## src/hdl/gpio_defs.vh

```
/*
 * register offsets, field positions, reset values and timing counts of the
 * general purpose i/o port. assumes inclusion by bare name.
 */
`ifndef GPIO_DEFS_VH
`define GPIO_DEFS_VH

// ----------------------------------------
// register byte offsets (axi4-lite)
// ----------------------------------------
`define GPIO_OFS_DATA 4'h0
`define GPIO_OFS_DIR 4'h4
`define GPIO_OFS_PULL 4'h8
`define GPIO_OFS_STBY 4'hc

// ----------------------------------------
// field positions and reset values
// ----------------------------------------
`define GPIO_STBY_HIZ_BIT 0
`define GPIO_STBY_STOP_BIT 1
`define GPIO_STBY_WATCH_BIT 2
`define GPIO_STBY_LATCH_RD_BIT 3
`define GPIO_DIR_RESET 8'h00
`define GPIO_DATA_RESET 8'h00
`define GPIO_PULL_RESET 8'h00
`define GPIO_STBY_RESET 4'h0

// ----------------------------------------
// axi responses
// ----------------------------------------
`define GPIO_RESP_OKAY 2'b00
`define GPIO_RESP_SLVERR 2'b10

// pin synchroniser depth
`define GPIO_SYNC_STAGES 3

`endif

```

## src/hdl/gpio_pin_sync.v

```verilog
/*
 * three-stage pin synchroniser, one per pin via generate.
 * assumes pins are asynchronous to sys_clk; output changes once the second
 * and third stages agree.
 */
`timescale 1ns/10ps
`default_nettype none
module gpio_pin_sync #(
  parameter WIDTH = 8
) (
  input wire sys_clk,
  input wire rst,
  input wire ce,
  input wire [WIDTH-1:0] async_in,
  output wire [WIDTH-1:0] sync_out
);
  genvar i;
  generate
    for (i = 0; i < WIDTH; i = i + 1) begin : g_bit
      reg s1_reg;
      reg s2_reg;
      reg s3_reg;
      reg val_reg;
      always @(posedge sys_clk or posedge rst) begin
        if (rst) begin
          s1_reg <= 1'b0;
          s2_reg <= 1'b0;
          s3_reg <= 1'b0;
          val_reg <= 1'b0;
        end else if (ce) begin
          s1_reg <= async_in[i];
          s2_reg <= s1_reg;
          s3_reg <= s2_reg;
          // only accept a level both later stages agree on
          if (s2_reg == s3_reg) begin
            val_reg <= s3_reg;
          end
        end
      end
      assign sync_out[i] = val_reg;
    end
  endgenerate
endmodule // gpio_pin_sync
`default_nettype wire

```

## src/hdl/gpio_port.v

```verilog
/*
 * general purpose i/o port: data latch, direction and pull-up per pin,
 * standby high-impedance forcing, axi4-lite register slave.
 * assumes one clock, asynchronous active-high reset, pads resolved outside
 * from pin_out / pin_oe / pin_pullup_en.
 */
`timescale 1ns/10ps
`default_nettype none
`include "gpio_defs.vh"
module gpio_port #(
  parameter WIDTH = 8
) (
  input wire sys_clk,
  input wire rst,
  input wire ce,
  // axi4-lite slave
  input wire [3:0] s_axi_awaddr,
  input wire s_axi_awvalid,
  output reg s_axi_awready,
  input wire [31:0] s_axi_wdata,
  input wire [3:0] s_axi_wstrb,
  input wire s_axi_wvalid,
  output reg s_axi_wready,
  output reg [1:0] s_axi_bresp,
  output reg s_axi_bvalid,
  input wire s_axi_bready,
  input wire [3:0] s_axi_araddr,
  input wire s_axi_arvalid,
  output reg s_axi_arready,
  output reg [31:0] s_axi_rdata,
  output reg [1:0] s_axi_rresp,
  output reg s_axi_rvalid,
  input wire s_axi_rready,
  // pins
  input wire [WIDTH-1:0] pin_in,
  output reg [WIDTH-1:0] pin_out,
  output reg [WIDTH-1:0] pin_oe,
  output reg [WIDTH-1:0] pin_pullup_en,
  // value seen by peripherals sharing the pins
  output reg [WIDTH-1:0] periph_in
);

  // ----------------------------------------
  // registers
  // ----------------------------------------
  reg [WIDTH-1:0] data_latch_reg;
  reg [WIDTH-1:0] direction_reg;
  reg [WIDTH-1:0] pullup_reg;
  reg [3:0] standby_control_reg;
  wire [WIDTH-1:0] pin_sync;
  wire standby_hiz;

  gpio_pin_sync #(
    .WIDTH(WIDTH)
  ) u_sync (
    .sys_clk(sys_clk),
    .rst(rst),
    .ce(ce),
    .async_in(pin_in),
    .sync_out(pin_sync)
  );

  // hiz select with stop or watch
  assign standby_hiz = standby_control_reg[`GPIO_STBY_HIZ_BIT] &
    (standby_control_reg[`GPIO_STBY_STOP_BIT] | standby_control_reg[`GPIO_STBY_WATCH_BIT]);

  // ----------------------------------------
  // write channel
  // ----------------------------------------
  reg aw_held_reg;
  reg w_held_reg;
  reg [3:0] awaddr_reg;
  reg [31:0] wdata_reg;
  reg [3:0] wstrb_reg;
  wire aw_take;
  wire w_take;
  wire wr_go;

  assign aw_take = s_axi_awvalid & s_axi_awready;
  assign w_take = s_axi_wvalid & s_axi_wready;
  // both halves present and no response pending
  assign wr_go = aw_held_reg & w_held_reg & ~s_axi_bvalid;

  always @(posedge sys_clk or posedge rst) begin
    if (rst) begin
      aw_held_reg <= 1'b0;
      w_held_reg <= 1'b0;
      awaddr_reg <= 4'h0;
      wdata_reg <= 32'h0000_0000;
      wstrb_reg <= 4'h0;
      s_axi_awready <= 1'b0;
      s_axi_wready <= 1'b0;
      s_axi_bvalid <= 1'b0;
      s_axi_bresp <= `GPIO_RESP_OKAY;
      direction_reg <= `GPIO_DIR_RESET;
      data_latch_reg <= `GPIO_DATA_RESET;
      pullup_reg <= `GPIO_PULL_RESET;
      standby_control_reg <= `GPIO_STBY_RESET;
    end else if (ce) begin
      s_axi_awready <= ~aw_held_reg & ~aw_take;
      s_axi_wready <= ~w_held_reg & ~w_take;
      if (aw_take) begin
        aw_held_reg <= 1'b1;
        awaddr_reg <= s_axi_awaddr;
      end
      if (w_take) begin
        w_held_reg <= 1'b1;
        wdata_reg <= s_axi_wdata;
        wstrb_reg <= s_axi_wstrb;
      end
      if (s_axi_bvalid & s_axi_bready) begin
        s_axi_bvalid <= 1'b0;
      end
      if (wr_go) begin
        aw_held_reg <= 1'b0;
        w_held_reg <= 1'b0;
        s_axi_bvalid <= 1'b1;
        s_axi_bresp <= `GPIO_RESP_OKAY;
        // registers are at most one byte wide: only lane 0 matters
        if (wstrb_reg[0]) begin
          case (awaddr_reg)
            // latch always stored; drive depends on direction
            `GPIO_OFS_DATA: begin
              data_latch_reg <= wdata_reg[WIDTH-1:0];
            end
            `GPIO_OFS_DIR: begin
              direction_reg <= wdata_reg[WIDTH-1:0];
            end
            `GPIO_OFS_PULL: begin
              pullup_reg <= wdata_reg[WIDTH-1:0];
            end
            `GPIO_OFS_STBY: begin
              standby_control_reg <= wdata_reg[3:0];
            end
            default: begin
              s_axi_bresp <= `GPIO_RESP_SLVERR;
            end
          endcase
        end else if (awaddr_reg != `GPIO_OFS_DATA && awaddr_reg != `GPIO_OFS_DIR &&
                     awaddr_reg != `GPIO_OFS_PULL && awaddr_reg != `GPIO_OFS_STBY) begin
          s_axi_bresp <= `GPIO_RESP_SLVERR;
        end
      end
    end
  end

  // ----------------------------------------
  // read channel
  // ----------------------------------------
  reg [31:0] rd_next;
  reg [1:0] rresp_next;
  wire [WIDTH-1:0] data_read;
  wire latch_rd;

  assign latch_rd = standby_control_reg[`GPIO_STBY_LATCH_RD_BIT];
  genvar gi;
  generate
    for (gi = 0; gi < WIDTH; gi = gi + 1) begin : g_rd
      // input pin reads pin unless read_modify_write_access
      // pin level regardless of peripheral use
      assign data_read[gi] = (direction_reg[gi] | latch_rd) ? data_latch_reg[gi] :
        periph_in[gi];
    end
  endgenerate

  always @* begin
    rd_next = 32'h0000_0000;
    rresp_next = `GPIO_RESP_OKAY;
    case (s_axi_araddr)
      `GPIO_OFS_DATA: begin
        rd_next[WIDTH-1:0] = data_read;
      end
      `GPIO_OFS_DIR: begin
        rd_next[WIDTH-1:0] = direction_reg;
      end
      `GPIO_OFS_PULL: begin
        rd_next[WIDTH-1:0] = pullup_reg;
      end
      `GPIO_OFS_STBY: begin
        rd_next[3:0] = standby_control_reg;
      end
      default: begin
        rresp_next = `GPIO_RESP_SLVERR;
      end
    endcase
  end

  always @(posedge sys_clk or posedge rst) begin
    if (rst) begin
      s_axi_arready <= 1'b0;
      s_axi_rvalid <= 1'b0;
      s_axi_rdata <= 32'h0000_0000;
      s_axi_rresp <= `GPIO_RESP_OKAY;
    end else if (ce) begin
      // accept one read at a time; hold arready low while data waits
      s_axi_arready <= ~s_axi_rvalid & ~(s_axi_arvalid & s_axi_arready);
      if (s_axi_arvalid & s_axi_arready) begin
        s_axi_rvalid <= 1'b1;
        s_axi_rdata <= rd_next;
        s_axi_rresp <= rresp_next;
      end else if (s_axi_rvalid & s_axi_rready) begin
        s_axi_rvalid <= 1'b0;
      end
    end
  end

  // ----------------------------------------
  // pin drive
  // ----------------------------------------
  reg [WIDTH-1:0] oe_next;
  reg [WIDTH-1:0] pull_next;
  reg [WIDTH-1:0] pin_in_next;
  integer k;

  always @* begin
    oe_next = {WIDTH{1'b0}};
    pull_next = {WIDTH{1'b0}};
    pin_in_next = {WIDTH{1'b0}};
    for (k = 0; k < WIDTH; k = k + 1) begin
      if (standby_hiz) begin
        oe_next[k] = 1'b0;
        pin_in_next[k] = 1'b0;
        pull_next[k] = 1'b0;
      end else begin
        // zero is input; one drives latch
        // without hiz select standby changes nothing
        oe_next[k] = direction_reg[k];
        pin_in_next[k] = pin_sync[k];
        // pull-up on; off while driving low
        pull_next[k] = pullup_reg[k] & ~(direction_reg[k] & ~data_latch_reg[k]);
      end
    end
  end

  always @(posedge sys_clk or posedge rst) begin
    if (rst) begin
      pin_out <= {WIDTH{1'b0}};
      pin_oe <= {WIDTH{1'b0}};
      pin_pullup_en <= {WIDTH{1'b0}};
      periph_in <= {WIDTH{1'b0}};
    end else if (ce) begin
      pin_out <= data_latch_reg;
      pin_oe <= oe_next;
      pin_pullup_en <= pull_next;
      periph_in <= pin_in_next;
    end
  end

endmodule // gpio_port
`default_nettype wire

```

## config.mk

```make
export PLATFORM = sky130hd
export DESIGN_NAME = gpio_port
export DESIGN_NICKNAME = d
export VERILOG_FILES = /design/src/hdl/gpio_pin_sync.v /design/src/hdl/gpio_port.v
export VERILOG_INCLUDE_DIRS = /design/src /design/src/hdl
export SDC_FILE = /design/constraint.sdc
export NUM_CORES = 1
export LEC_CHECK = 0
export ABC_AREA = 1
export ABC_CLOCK_PERIOD_IN_PS = 7600
export BUFFER_PORTS_ARGS = -buffer_cell sky130_fd_sc_hd__buf_2
export CAP_MARGIN = 10
export CORE_ASPECT_RATIO = 0.8
export CORE_MARGIN = 2
export CORE_UTILIZATION = 40
export DETAILED_ROUTE_END_ITERATION = 8
export PLACE_DENSITY_LB_ADDON = 0.05
export SYNTH_ARGS = -nofsm -noshare
export SYNTH_HDL_FRONTEND = slang
export SYNTH_SLANG_ARGS = --single-unit
```

## constraint.sdc

```tcl
create_clock -name sys_clk -period 7.6 [get_ports sys_clk]
set_input_delay 1.14 -clock sys_clk [delete_from_list [all_inputs] [get_ports sys_clk]]
set_output_delay 1.14 -clock sys_clk [all_outputs]
set_load 0.005 [all_outputs]
```

==> flow_summary.ini <==
[synthesis]
seq_area_frac_synth = 0.562
synthesis.area_um2 = 5430
ys_ff_latch = 122
yosysWarnings = 0
postSynthCellCount = 620
ys_types = 24
avgSynthCellArea_um2 = 8.75

[timing]
slew_violations = 0
setup_tns_ps = 0
slew_headroom = 0.293
fin_worst_skew_ps = 8.26
whs_ps = 472
rsz0062_at_grt = no
worst_pin_slew_ps = 1060
min_period_over_period = 0.317
finalHoldViolCount = 0
period_needed_ps = 2410
max_clock_freq_ghz = 0.415
setup_viol = 0

[placed_design]
globalplace.congestion = 0.823
dp_cells = 858
io_buffers = 79
hpwl_mm = 8.32

[floorplanning]
top_level_ports = 133
start_util = 0.405
row_count = 38
die_x_um = 134
die_y_um = 108
die_area_um2 = 14500
core-area_um2 = 13400

[cells_and_area]
drive_gt1_frac = 0.226
n_antenna_cell = 0
syn_to_final_growth_pct = 18.7
fin_cells = 889
fin_nets = 757

[routing]
wl_mm = 12.5
drtAntennaViolNets = 0
routed-via-count = 4194
drc_errors = 0
viasPerCell = 4.72
drt-initial-drc-count = 255
dr.pass1.iters = 5
avgRoutedWirePerCell_um = 14.1

[global_routing]
antenna_found_initial = 0
grt_pass1_vias = 3957
grt_usage = 0.183
grt_max_degree = 85
gr-total-overflow = 0
grt_pass1_wl_mm = 20.6

[min_path]
hold_path.class = flip-flop to flip-flop

[clocking]
cts_inserted_buffers = 17
post_cts_buffers = 0
hold_buffers = 0
cts_tree = built
clockRootBuffer = clkbuf_16
ctsResizeCount = 0
clk_pin_slew_ps = 50
cts.sinks = 122
cts_max_level = 4
clockBufferDepth = 2
clk_latency_ps = 400

[run]
drv_cap = 0

[pwr]
total_leakage_power_uw = 0.00339
ir_drop_mv = 0.162
power_uw = 2150
powerDensity_nw_per_um2 = 334

[setup_path]
path_class = primary input to flip-flop
cp_data_required_time_ps = 7890
end_kind = flip-flop
crit_path_max_fanout = 83
critical_path_arrival_ps = 2700
start_kind = primary input

[outcome]
status = finished, final reports clean
## placed cells by master, fill, tap and decap left out, types with 2 or more instances in the layout
cell type and n:
a21oi_1 7, buf_2 79, buf_4 4, bufinv_16 3
clkbuf_1 2, clkbuf_16 17, clkbuf_8 5, clkinv_2 3
conb_1 26, dfrtp_1 122, inv_1 25, inv_2 7
nand2_1 235, nand2_2 8, nand3_1 47, nor2_1 24
nor2_2 3, nor2_4 3, o21ai_0 40, o21ai_1 15
o21ai_2 24, or2_0 2, or2_1 2
## synthesized netlist by cell type
| library cell | count | share of area |
|---|---|---|
| nor2_2 | 3 | 0.0035 |
| nand2_1 | 235 | 0.16 |
| or2_0 | 2 | 0.0023 |
| o21ai_1 | 15 | 0.014 |
| clkinv_1 | 1 | 0.00069 |
| nor3_4 | 1 | 0.0030 |
| nor2_4 | 3 | 0.0062 |
| inv_2 | 7 | 0.0048 |
| conb_1 | 1 | 0.00069 |
| buf_6 | 3 | 0.0062 |
| nor2_1 | 24 | 0.017 |
| inv_1 | 26 | 0.018 |
| nand2_2 | 8 | 0.0092 |
| a21oi_1 | 7 | 0.0065 |
| nand3_1 | 47 | 0.043 |
| buf_4 | 31 | 0.043 |
| or2_1 | 2 | 0.0023 |
| buf_2 | 14 | 0.013 |
| o21ai_2 | 24 | 0.039 |
| o211ai_1 | 1 | 0.0014 |
| clkbuf_1 | 2 | 0.0014 |
| nand3b_4 | 1 | 0.0037 |
| dfrtp_1 | 122 | 0.56 |
| o21ai_0 | 40 | 0.037 |
## metal layers
metal	wire, µm	share of wire	GRT usage
met1	6360	0.51	0.269
met2	5480	0.44	0.273
met3	572	0.046	0.0394
met4	109	0.0087	0.0571
met5	0	0	0
## final cells by class
type / count / area (µm²)
multi-input combinational: 439 / 2000
clock buffer: 24 / 502
tap: 180 / 225
sequential: 122 / 3050
inverter: 34 / 130
clock inverter: 7 / 113
timing repair buffer: 83 / 425
fill: 1344 / 6960
## per-stage QoR
| step | util | setup slack, ps | area [µm²] |
|---|---|---|---|
| 2_1_floorplan | - | 3220 | 5520 |
| 3_3_place_gp | 0.435 | 4810 | 5830 |
| 3_5_place_dp | 0.435 | 4780 | 5830 |
| 4_1_cts | 0.481 | 5210 | 6440 |
| 5_1_grt | 0.481 | 5010 | 6440 |
| 6_report | 0.481 | 5190 | 6440 |
## worst max-delay path, stage by stage
cell	delay [ps]
buf_2	70
buf_4	450
inv_2	40
buf_4	370
or2_1	400
o21ai_1	90
inv_1	50
## path summary, 6_finish.rpt
path | slack (ps) | startpoint | to | cells past startpoint
worst max-delay path | 5190 | ce | aw_held_reg$_DFFE_PP0P_ | 7
worst min-delay path | 470 | u_sync.g_bit[3].s2_reg$_DFFE_PP0P_ | u_sync.g_bit[3].s2_reg$_DFFE_PP0P_ | 2
worst max register to register | 5980 | standby_control_reg[2]$_DFFE_PP0P_ | pin_pullup_en[4]$_DFFE_PP0P_ | 4
worst min register to register | 470 | u_sync.g_bit[3].s2_reg$_DFFE_PP0P_ | u_sync.g_bit[3].s2_reg$_DFFE_PP0P_ | 2
max in group asynchronous | 5400 | rst | pullup_reg[0]$_DFFE_PP0P_ | 3
min in group asynchronous | 770 | rst | awaddr_reg[1]$_DFFE_PP0P_ | 2
## where the power goes
group          switching [µW]  leakage [µW]  internal [µW]
Combinational             247       0.00147            156
Sequential                119       0.00161            808
Clock                     268      0.000302            556
Total                     634       0.00339           1520
## kinds of logic (layout without fill, tap and decap cells)
| logic type | Yosys count | after routing | share of synthesized area |
|---|---|---|---|
| AO/OA/AOI/OAI | 87 | 87 | 0.0973 |
| AND/OR/NAND/NOR | 326 | 326 | 0.253 |
| other | 1 | 26 | 0.000691 |
| flip-flops | 122 | 122 | 0.562 |
| buffers and inverters | 84 | 148 | 0.0869 |
No activity file was read; power rests on OpenSTA's default activity.
